<file path="config.mk">
export PLATFORM = sky130hd
export DESIGN_NAME = tds_select
export DESIGN_NICKNAME = d
export VERILOG_FILES = /design/src/hdl/tds_pkg.sv /design/src/hdl/tds_sync.sv /design/src/hdl/tds_select.sv
export SDC_FILE = /design/constraint.sdc
export NUM_CORES = 1
export LEC_CHECK = 0
export BUFFER_PORTS_ARGS = -buffer_cell sky130_fd_sc_hd__buf_2
export CAP_MARGIN = 10
export CORE_UTILIZATION = 34
export CTS_CLUSTER_DIAMETER = 100
export CTS_CLUSTER_SIZE = 25
export DETAILED_ROUTE_END_ITERATION = 8
export PLACE_DENSITY = 0.62
export SYNTH_ARGS = -nofsm -noshare
export SYNTH_HDL_FRONTEND = slang
export SYNTH_SLANG_ARGS = --single-unit
</file>
<file path="constraint.sdc">
create_clock -name clk -period 3.8 [get_ports clk]
set_input_delay 1.14 -clock clk [delete_from_list [all_inputs] [get_ports clk]]
set_output_delay 1.14 -clock clk [all_outputs]
set_load 0.005 [all_outputs]
</file>
<file path="src/hdl/tds_pkg.sv">
// Package of constants for the transmit data link and D/E source selector
package tds_pkg;
  // ------------------------------------------------------------
  // Register map
  // ------------------------------------------------------------
  // Select register index; its byte address on the bus is four times it
  localparam logic [11:0] SEL_REG_IDX  = 12'h10a;
  localparam logic [11:0] SEL_REG_ADDR = {SEL_REG_IDX[9:0], 2'b00};
  localparam logic [11:0] FMT_REG_ADDR = 12'h200;
  localparam logic [11:0] STS_REG_ADDR = 12'h204;
  localparam int          BW_LSB       = 4;
  localparam int          DE_LSB       = 2;
  localparam int          DL_LSB       = 0;
  localparam logic [7:0]  SEL_RESET    = 8'h00;
  localparam logic [7:0]  SEL_WMASK    = 8'h3f;
  localparam logic [1:0]  FMT_RESET    = 2'h0;
  // ------------------------------------------------------------
  // Codes
  // ------------------------------------------------------------
  localparam logic [1:0]  BW_EVERY     = 2'h0;
  localparam logic [1:0]  BW_ODD       = 2'h1;
  localparam logic [1:0]  BW_EVEN      = 2'h2;
  localparam logic [1:0]  DE_SERIAL    = 2'h0;
  localparam logic [1:0]  DE_LAPD      = 2'h1;
  localparam logic [1:0]  DE_FRACT     = 2'h3;
  typedef enum logic [1:0]
  {
    TDS_FMT_ESF = 2'h0,
    TDS_FMT_SLC = 2'h1,
    TDS_FMT_N   = 2'h2,
    TDS_FMT_D4  = 2'h3
  } tds_fmt_e;
  typedef enum logic [2:0]
  {
    TDS_IDLE   = 3'b001,
    TDS_SETUP  = 3'b010,
    TDS_ACCESS = 3'b100
  } tds_apb_e;
endpackage : tds_pkg

</file>
<file path="src/hdl/tds_sync.sv">
// Three-stage synchroniser with agreement filter for pin inputs
module tds_sync
(
  // Clock and reset
  input  wire logic clk,
  input  wire logic rst_n,
  // Pin and filtered level
  input  wire logic pinIn,
  output logic      syncOut
);
  logic [2:0] stage;
  logic [2:0] next_stage;
  logic       next_syncOut;

  always_comb
  begin
    next_stage   = {stage[1:0], pinIn};
    next_syncOut = syncOut;
    // First stage feeds only the second; decision uses stages two and three
    if (stage[1] == stage[2])
    begin
      next_syncOut = stage[1];
    end
  end

  always_ff @(posedge clk)
  begin
    if (!rst_n)
    begin
      stage   <= 3'h0;
      syncOut <= 1'b0;
    end
    else
    begin
      stage   <= next_stage;
      syncOut <= next_syncOut;
    end
  end
endmodule : tds_sync

</file>
<file path="src/hdl/tds_select.sv">
// Transmit data link bandwidth and D/E timeslot source selection
module tds_select
(
  // Clock and reset
  input  wire logic                  clk,
  input  wire logic                  rst_n,
  // APB slave
  input  wire logic                  psel,
  input  wire logic                  penable,
  input  wire logic                  pwrite,
  input  wire logic [11:0]           paddr,
  input  wire logic [31:0]           pwdata,
  output logic      [31:0]           prdata,
  output logic                       pready,
  output logic                       pslverr,
  // Framer timing, same clock
  input  wire logic                  frameStart,
  input  wire logic                  deSlot,
  // Data sources
  input  wire logic                  txSerialIn,
  input  wire logic                  txFractionalIn,
  input  wire logic                  lapdBit,
  // Selections
  output logic                       linkSlot,
  output logic                       deBit,
  output logic                       deLapdTake,
  output logic [1:0]                 txLinkSource
);
  import tds_pkg::*;

  // ------------------------------------------------------------
  // Pin synchronisers
  // ------------------------------------------------------------
  logic serSync;
  logic frtSync;

  tds_sync uSerSync
  (
    .clk     (clk),
    .rst_n   (rst_n),
    .pinIn   (txSerialIn),
    .syncOut (serSync)
  );

  tds_sync uFrtSync
  (
    .clk     (clk),
    .rst_n   (rst_n),
    .pinIn   (txFractionalIn),
    .syncOut (frtSync)
  );

  // ------------------------------------------------------------
  // Registers and APB slave
  // ------------------------------------------------------------
  logic [7:0]  selReg;
  logic [1:0]  fmtReg;
  logic [1:0]  frameCnt;
  tds_apb_e    apbState;
  logic [7:0]  next_selReg;
  logic [1:0]  next_fmtReg;
  tds_apb_e    next_apbState;
  logic [31:0] next_prdata;
  logic        next_pslverr;
  logic        hit;

  always_comb
  begin
    next_apbState = apbState;
    next_selReg   = selReg;
    next_fmtReg   = fmtReg;
    next_prdata   = prdata;
    next_pslverr  = pslverr;
    hit           = 1'b1;
    case (apbState)
      TDS_IDLE:
      begin
        if (psel && !penable)
        begin
          next_apbState = TDS_SETUP;
        end
      end
      TDS_SETUP:
      begin
        // Decode in setup so data and error are flops in the access cycle
        next_apbState = TDS_ACCESS;
        next_prdata   = 32'h0;
        if (paddr == SEL_REG_ADDR)
        begin
          next_prdata = {24'h0, selReg};
        end
        else if (paddr == FMT_REG_ADDR)
        begin
          next_prdata = {30'h0, fmtReg};
        end
        else if (paddr == STS_REG_ADDR)
        begin
          next_prdata = {28'h0, frtSync, serSync, frameCnt};
        end
        else
        begin
          hit = 1'b0;
        end
        next_pslverr = !hit;
        if (hit && pwrite)
        begin
          if (paddr == SEL_REG_ADDR)
          begin
            next_selReg = pwdata[7:0] & SEL_WMASK;
          end
          else if (paddr == FMT_REG_ADDR)
          begin
            next_fmtReg = pwdata[1:0];
          end
        end
      end
      TDS_ACCESS:
      begin
        next_pslverr = 1'b0;
        if (psel && !penable)
        begin
          next_apbState = TDS_SETUP;
        end
        else
        begin
          next_apbState = TDS_IDLE;
        end
      end
      default:
      begin
        next_apbState = TDS_IDLE;
      end
    endcase
  end

  // Write lands at the edge leaving setup, the same edge that raises pready
  assign pready = (apbState == TDS_ACCESS);

  always_ff @(posedge clk)
  begin
    if (!rst_n)
    begin
      apbState <= TDS_IDLE;
      selReg   <= SEL_RESET;
      fmtReg   <= FMT_RESET;
      prdata   <= 32'h0;
      pslverr  <= 1'b0;
    end
    else
    begin
      apbState <= next_apbState;
      selReg   <= next_selReg;
      fmtReg   <= next_fmtReg;
      prdata   <= next_prdata;
      pslverr  <= next_pslverr;
    end
  end

  // ------------------------------------------------------------
  // Link slot placement
  // ------------------------------------------------------------
  logic [1:0] bwSel;
  logic [1:0] deSel;
  logic [1:0] next_frameCnt;
  logic       next_linkSlot;
  logic       next_deBit;
  logic       next_deLapdTake;
  logic       fmtEsf;

  assign bwSel        = selReg[BW_LSB +: 2];
  assign deSel        = selReg[DE_LSB +: 2];
  assign txLinkSource = selReg[DL_LSB +: 2];
  assign fmtEsf       = (fmtReg == TDS_FMT_ESF);

  always_comb
  begin
    next_frameCnt = frameCnt;
    next_linkSlot = linkSlot;
    if (frameStart)
    begin
      // frameCnt 0 means frame 1, 5, 9; 2 means frame 3, 7, 11
      next_frameCnt = frameCnt + 2'h1;
      if (!fmtEsf)
      begin
        next_linkSlot = 1'b1;
      end
      else if (bwSel == BW_EVERY)
      begin
        next_linkSlot = 1'b1;
      end
      else if (bwSel == BW_ODD)
      begin
        next_linkSlot = (frameCnt == 2'h0);
      end
      else if (bwSel == BW_EVEN)
      begin
        next_linkSlot = (frameCnt == 2'h2);
      end
      else
      begin
        // Reserved code: no link bits rather than guessing
        next_linkSlot = 1'b0;
      end
    end
  end

  // ------------------------------------------------------------
  // D/E timeslot source
  // ------------------------------------------------------------
  always_comb
  begin
    next_deBit      = 1'b0;
    next_deLapdTake = 1'b0;
    if (deSlot)
    begin
      if (deSel == DE_SERIAL)
      begin
        next_deBit = serSync;
      end
      else if (deSel == DE_LAPD)
      begin
        next_deBit      = lapdBit;
        next_deLapdTake = 1'b1;
      end
      else if (deSel == DE_FRACT)
      begin
        next_deBit = frtSync;
      end
    end
  end

  always_ff @(posedge clk)
  begin
    if (!rst_n)
    begin
      frameCnt   <= 2'h0;
      linkSlot   <= 1'b0;
      deBit      <= 1'b0;
      deLapdTake <= 1'b0;
    end
    else
    begin
      frameCnt   <= next_frameCnt;
      linkSlot   <= next_linkSlot;
      deBit      <= next_deBit;
      deLapdTake <= next_deLapdTake;
    end
  end

  // ------------------------------------------------------------
  // Checks
  // ------------------------------------------------------------
  every_frame_a: assert property (@(posedge clk) disable iff (!rst_n)
    frameStart && fmtEsf && bwSel == BW_EVERY |=> linkSlot)
    else $error("link slot missing in every-frame mode");

  odd_frames_a: assert property (@(posedge clk) disable iff (!rst_n)
    frameStart && fmtEsf && bwSel == BW_ODD
      |=> linkSlot == ($past(frameCnt) == 2'h0))
    else $error("odd framing position placement wrong");

  even_frames_a: assert property (@(posedge clk) disable iff (!rst_n)
    frameStart && fmtEsf && bwSel == BW_EVEN
      |=> linkSlot == ($past(frameCnt) == 2'h2))
    else $error("even framing position placement wrong");

  non_esf_a: assert property (@(posedge clk) disable iff (!rst_n)
    frameStart && !fmtEsf |=> linkSlot)
    else $error("bandwidth code used outside extended superframe");

  slot_hold_a: assert property (@(posedge clk) disable iff (!rst_n)
    !frameStart |=> $stable(linkSlot))
    else $error("link slot changed without a frame start");

  de_serial_a: assert property (@(posedge clk) disable iff (!rst_n)
    deSlot && deSel == DE_SERIAL |=> deBit == $past(serSync))
    else $error("serial source not used for D/E slot");

  de_lapd_a: assert property (@(posedge clk) disable iff (!rst_n)
    deSlot && deSel == DE_LAPD |=> deLapdTake && deBit == $past(lapdBit))
    else $error("LAPD source not used for D/E slot");

  de_fract_a: assert property (@(posedge clk) disable iff (!rst_n)
    deSlot && deSel == DE_FRACT |=> !deLapdTake && deBit == $past(frtSync))
    else $error("fractional source not used for D/E slot");

  de_idle_a: assert property (@(posedge clk) disable iff (!rst_n)
    !deSlot |=> !deBit && !deLapdTake)
    else $error("D/E output active outside a D/E slot");

  de_reserved_a: assert property (@(posedge clk) disable iff (!rst_n)
    deSlot && deSel == 2'h2 |=> !deBit && !deLapdTake)
    else $error("reserved D/E source code produced data");

  bw_reserved_a: assert property (@(posedge clk) disable iff (!rst_n)
    frameStart && fmtEsf && bwSel == 2'h3 |=> !linkSlot)
    else $error("link slot placed under reserved bandwidth code");

  frame_count_a: assert property (@(posedge clk) disable iff (!rst_n)
    frameStart |=> frameCnt == $past(frameCnt) + 2'h1)
    else $error("framing position counter did not advance");
endmodule : tds_select

</file>
==> results of run 1 <==
## final cells by class
cell class | count | area, um2
fillers | 438 | 2410
repair buffers | 41 | 208
clock buffers | 5 | 68.8
clock inverters | 3 | 15.0
flip-flops and latches | 31 | 621
inverters | 4 | 15.0
multi-input cells | 117 | 711
well taps | 50 | 62.6
## state kept, by name, indices dropped and copies added, names as in the netlist
register,flops
uSerSync.stage,3
uFrtSync.stage,3
uFrtSync.syncOut,1
pslverr,1
apbState,3
deLapdTake,1
uSerSync.syncOut,1
fmtReg,2
frameCnt,2
selReg,6
prdata,6
deBit,1
linkSlot,1
## cells by family (layout without fill, tap and decap cells)
family	count (synthesis)	after routing
XOR/XNOR	2	2
multiplexers	12	12
AO/OA/AOI/OAI	16	16
AND/OR/NAND/NOR	59	59
flip-flops	31	31
buffers and inverters	39	53
other	1	26
adder cells (fa/ha/maj)	2	2
## power breakdown
| part | internal, mW | switching (mW) | total [mW] | leakage, nW |
|---|---|---|---|---|
| clock | 0.125 | 0.115 | 0.240 | 0.0477 |
| combinational | 0.0216 | 0.0252 | 0.0468 | 0.479 |
| sequential | 0.332 | 0.00447 | 0.336 | 0.252 |
## layout by cell type (no fill, tap or decap), drive strengths merged, types with 2 or more instances in the layout
| cell | synthesis | layout |
|---|---|---|
| and2 | 8 | 8 |
| nand2 | 20 | 20 |
| nand4b | 2 | 2 |
| dfxtp | 31 | 31 |
| a221oi | 2 | 2 |
| mux2i | 9 | 9 |
| nor3b | 4 | 4 |
| nand4 | 2 | 2 |
| nor2 | 6 | 6 |
| ha | 2 | 2 |
| a21oi | 2 | 2 |
| clkbuf | 6 | 5 |
| a21boi | 4 | 4 |
| conb | 1 | 26 |
| clkinv | 0 | 3 |
| buf | 29 | 41 |
| nand3 | 8 | 8 |
| inv | 4 | 4 |
| mux2 | 3 | 3 |
| o21ai | 5 | 5 |
## per-stage QoR
stage / util (%) / setup WS (ns) / hold WS, ns / instance area [um2] / std cells
floorplan: - / 1.15 / 0.412 / 1590 / 187
global placement: 39.3 / 0.826 / 0.414 / 1620 / 243
detailed placement: 39.3 / 0.829 / 0.421 / 1620 / 243
CTS: 41.3 / 1.10 / 0.436 / 1700 / 251
global route: 41.3 / 1.01 / 0.464 / 1700 / 251
finish: 41.3 / 1.13 / 0.433 / 1700 / 251
## path summary, 6_finish.rpt
check	endpoint	cells after the start	slack [ns]
worst max-delay path	selReg[1]$_SDFFE_PN0P_	6	1.13
worst max register to register	selReg[1]$_SDFFE_PN0P_	3	2.00
worst min register to register	uSerSync.stage[1]$_SDFF_PN0_	1	0.43
worst min-delay path	uSerSync.stage[1]$_SDFF_PN0_	1	0.43
## worst reg2reg max path: stages, from the launching register on
cell	delay, ns
dfxtp_1	0.35
nor3b_1	0.64
and3_1	0.52
mux2i_1	0.23
## per-layer routing
layer  part of all wire, %  up-vias
met5                     0        -
met4                   1.1        0
met3                   7.4        2
met2                    44       47
met1                    47      493
li1                      -      569
==> flow_summary.toml, run 1 <==
[outcome]
status = "completed"

[grt]
use_met1_pct = 14.6
antenna_found_initial = 0
grt_use_met3_pct = 4.83
grt_pass1_wl_um = 4230
grt_max_degree = 36
grt_pass1_vias = 1009
use_met2_pct = 20.7
grt_usage_pct = 12.7
grt_overflow_total = 0
grt-busiest-layer = "met2"

[logic_synthesis]
postSynth.asyncResetShare_pct = 0
synth_top_cell_by_area = "dfxtp_1"
synth-compound-area-share_pct = 7.19
yosysSeqAreaShare_pct = 41.5
synth_ff_type = "dfxtp_1"
synth_top_family_by_area = "simple AND/OR/NAND/NOR gates"
synth_area_leaders = "dfxtp_1, buf_4, mux2i_1, nand2_1, and2_1"
synth_mux_area_share_pct = 8.28
synth_cells = 162
synth-edff-count = 0
synthSimpleGateAreaFrac_pct = 22.7
synth.most_common_cell = "dfxtp_1"
netlist_area_mm2 = 0.00150
ys_ff_latch = 31
ys.warnings.count = 0
syn_avg_cell_area_um2 = 9.24
synth_common_cells = "dfxtp_1, buf_4, nand2_1"
yosys.area.top_type_share_pct = 41.5
ys_types = 36
synth_xor_area_share_pct = 1.17
synthAdderAreaFrac_pct = 1.67

[setup_path]
cp_slowest_stage_delay_ns = 0.56
path_buf_inv = 2
critPathKind = "input pin to flip-flop"
arrival_ns = 2.87
worstPathMaxFanout = 8
crit_chain = "buf_2 -> or4_4 -> nor4_4 -> buf_4 -> and3_1 -> mux2i_1"
end_kind = "flip-flop"
startpoint = "paddr[6]"
cp.required_ns = 4.00
startpoint_type = "input pin"
rr_startpoint = "apbState[1]$_SDFFE_PN0P_"
crit_family = "simple AND/OR/NAND/NOR gates"
critPathSlowestCell = "or4_4"

[final_layout]
diodes = 0
num-nets-final = 256
syn_to_final_growth_pct = 13.6
final_layout_size_suffix_gt1_share_pct = 25.9

[routing]
first_iter_violations = 20
wl_um = 2700
antenna_left = 0
dr.pass1.iters = 4
wl_per_cell_um = 10.7
drc_errors = 0
viasPerCell = 4.43
vias = 1111

[timing]
grt_setup_unrepaired = "false"
clock.fmax_mhz = 375
maxSlewViolCount = 0
hold_violations = 0
tns_ns = 0
relSlewSlack_pct = 49.9
min_period_ns = 2.67
fin_skew_ns = 0.00407
fin_crit_sh_pct = 70.2
worst_pin_slew_ns = 0.750
finalSetupViolCount = 0

[cts]
clkSlewWorstSetupHoldPaths_ns = 0.06
post-cts-setup-buffers = 0
clk_latency_ns = 0.27
cts_num_sinks = 31
cts_tree = "built"
postCtsHoldBufs = 0
cts_htree_levels = 2
cts_resized = 0
clockBufferDepth = 2
cts_root_buffer = "clkbuf_8"
numCtsBuffers = 5

[worst_hold_path]
min_from = "uSerSync.stage[0]$_SDFF_PN0_"
hold_class = "flip-flop to flip-flop"

[run]
drv_cap = 0

[placement]
portBuffers = 40
place_hpwl_um = 2000
place.gp.congestion = 0.778

[floorplanning]
initial_core_util_pct = 36.4
die_w_um = 68.3
fp.coreArea_mm2 = 0.00412
ios = 93
die_h_um = 68.3
rows = 23
die-area_mm2 = 0.00467

[power]
finalPower_mw = 0.623
leakagePower_nw = 0.778
p_per_area_mw_per_mm2 = 367
ir_drop_mv = 0.284
(Power assumes the default switching activity.)
==> inputs of run 2 (changes only) <==
==> constraint.sdc (replaced) <==
create_clock -name clk -period 2.6 [get_ports clk]
set_input_delay 0.78 -clock clk [delete_from_list [all_inputs] [get_ports clk]]
set_output_delay 0.78 -clock clk [all_outputs]
set_load 0.005 [all_outputs]
==> run 2 against run 1 <==
Count of clock-buffer cells in the layout did not move. Power rose by 47%. Sequential share of layout area fell by 0.48 points. Critical path depth fell by 1. Critical path type unchanged. Design area rose by 1.3%. Highest routed layer unchanged. Global-route usage rose by 0.44 points. Combinational power rose by 50%.
==> flow_summary.toml, run 2 (synthesized netlist as in run 1, its figures left out) <==
[routing]
first_iter_violations = 26
dr.pass1.iters = 4
vias = 1108
wl_um = 2770
wl_met1_um = 1300
wl_per_cell_um = 10.9
antenna_left = 0
highest_layer = "met4"
viasPerCell = 4.36
drc_errors = 0
route.met2.wl_um = 1200
wl_met3_um = 205

[cts]
cts_root_buffer = "clkbuf_8"
postCtsHoldBufs = 0
cts_num_sinks = 31
clkSlewWorstSetupHoldPaths_ns = 0.06
clk_latency_ns = 0.28
cts_tree = "built"
post-cts-setup-buffers = 0
numCtsBuffers = 5
cts_htree_levels = 2
cts_resized = 0
clockBufferDepth = 2

[setup_path]
end_kind = "flip-flop"
cp.required_ns = 2.80
worstPathMaxFanout = 6
critPathKind = "input pin to flip-flop"
arrival_ns = 2.40
startpoint_type = "input pin"

[placement]
place_hpwl_um = 2070
portBuffers = 40
dp_slack_ns = 0.124
dp_cells = 246
place.gp.congestion = 0.762

[final_layout]
syn_to_final_growth_pct = 15.1
fin_cells = 254
diodes = 0
utilization_pct = 41.9
layout_common_cells = "buf_2, dfxtp_1, conb_1, nand2_1, mux2i_1"
final_layout_size_suffix_gt1_share_pct = 27.0
nFillCells = 449
num-nets-final = 259
final_common_cell = "buf_2"
largest_registers = "prdata: 6 flops, selReg: 6 flops"

[run]
drv_cap = 0

[timing]
grt_setup_unrepaired = "false"
hold_ws_ns = 0.434
tns_ns = 0
fin_crit_sh_pct = 84.5
clock.fmax_mhz = 455
setup_slack_ns = 0.403
hold_violations = 0
maxSlewViolCount = 0
fin_skew_ns = 0.00609
min_period_ns = 2.20
finalSetupViolCount = 0

[floorplanning]
initial_core_util_pct = 36.4
rows = 23
die_h_um = 68.3
fp.coreArea_mm2 = 0.00412
die_w_um = 68.3
die-area_mm2 = 0.00467
ios = 93

[grt]
grt_overflow_total = 0
grt_pass1_wl_um = 4340
grt_pass1_vias = 1024
grt_usage_pct = 13.1
antenna_found_initial = 0
grt_max_degree = 20

[outcome]
status = "completed"

[power]
ir_drop_mv = 0.268
leakagePower_nw = 0.794
p_per_area_mw_per_mm2 = 533

[worst_hold_path]
hold_class = "flip-flop to flip-flop"
[run 2: report_power, final]
group,internal [mW],switching [mW],total (mW)
Sequential,0.485,0.00603,0.491
Clock,0.183,0.175,0.358
Combinational,0.0329,0.0374,0.0704
[run 2: critical path, cell delays in order]
cell	delay, ns
buf_2	0.10
or4_4	0.56
nor4_4	0.28
and3_1	0.43
mux2i_1	0.25
[run 2: area by class of cell]
cell class	count	area, um2	share of cell area (%)
Multi-Input combinational cell	117	711	41.2
Sequential cell	31	621	36.0
Timing Repair Buffer	44	230	13.4
Clock buffer	5	68.8	3.99
Tap cell	50	62.6	3.63
Clock inverter	3	15.0	0.871
Inverter	4	15.0	0.871
[run 2: metrics by stage]
step / total power [mW] / instance area [um2]
after floorplan: 0.569 / 1590
after global placement: 0.571 / 1640
after detailed placement: 0.573 / 1640
after CTS: 0.934 / 1720
after global routing: 0.968 / 1720
final: 0.919 / 1720
[run 2: final timing paths]
path	start	endpoint	slack [ns]	cells past startpoint
worst min-delay path	uSerSync.stage[0]$_SDFF_PN0_	uSerSync.stage[1]$_SDFF_PN0_	0.43	1
worst min register to register	uSerSync.stage[0]$_SDFF_PN0_	uSerSync.stage[1]$_SDFF_PN0_	0.43	1
worst max register to register	apbState[1]$_SDFFE_PN0P_	selReg[3]$_SDFFE_PN0P_	1.15	4
worst max-delay path	paddr[6]	selReg[3]$_SDFFE_PN0P_	0.40	5
[run 2: routing by layer]
layer	global-route usage [%]	up-vias
met5	0	-
met4	8.59	0
met3	4.00	6
met2	21.2	45
met1	14.7	480
li1	-	577
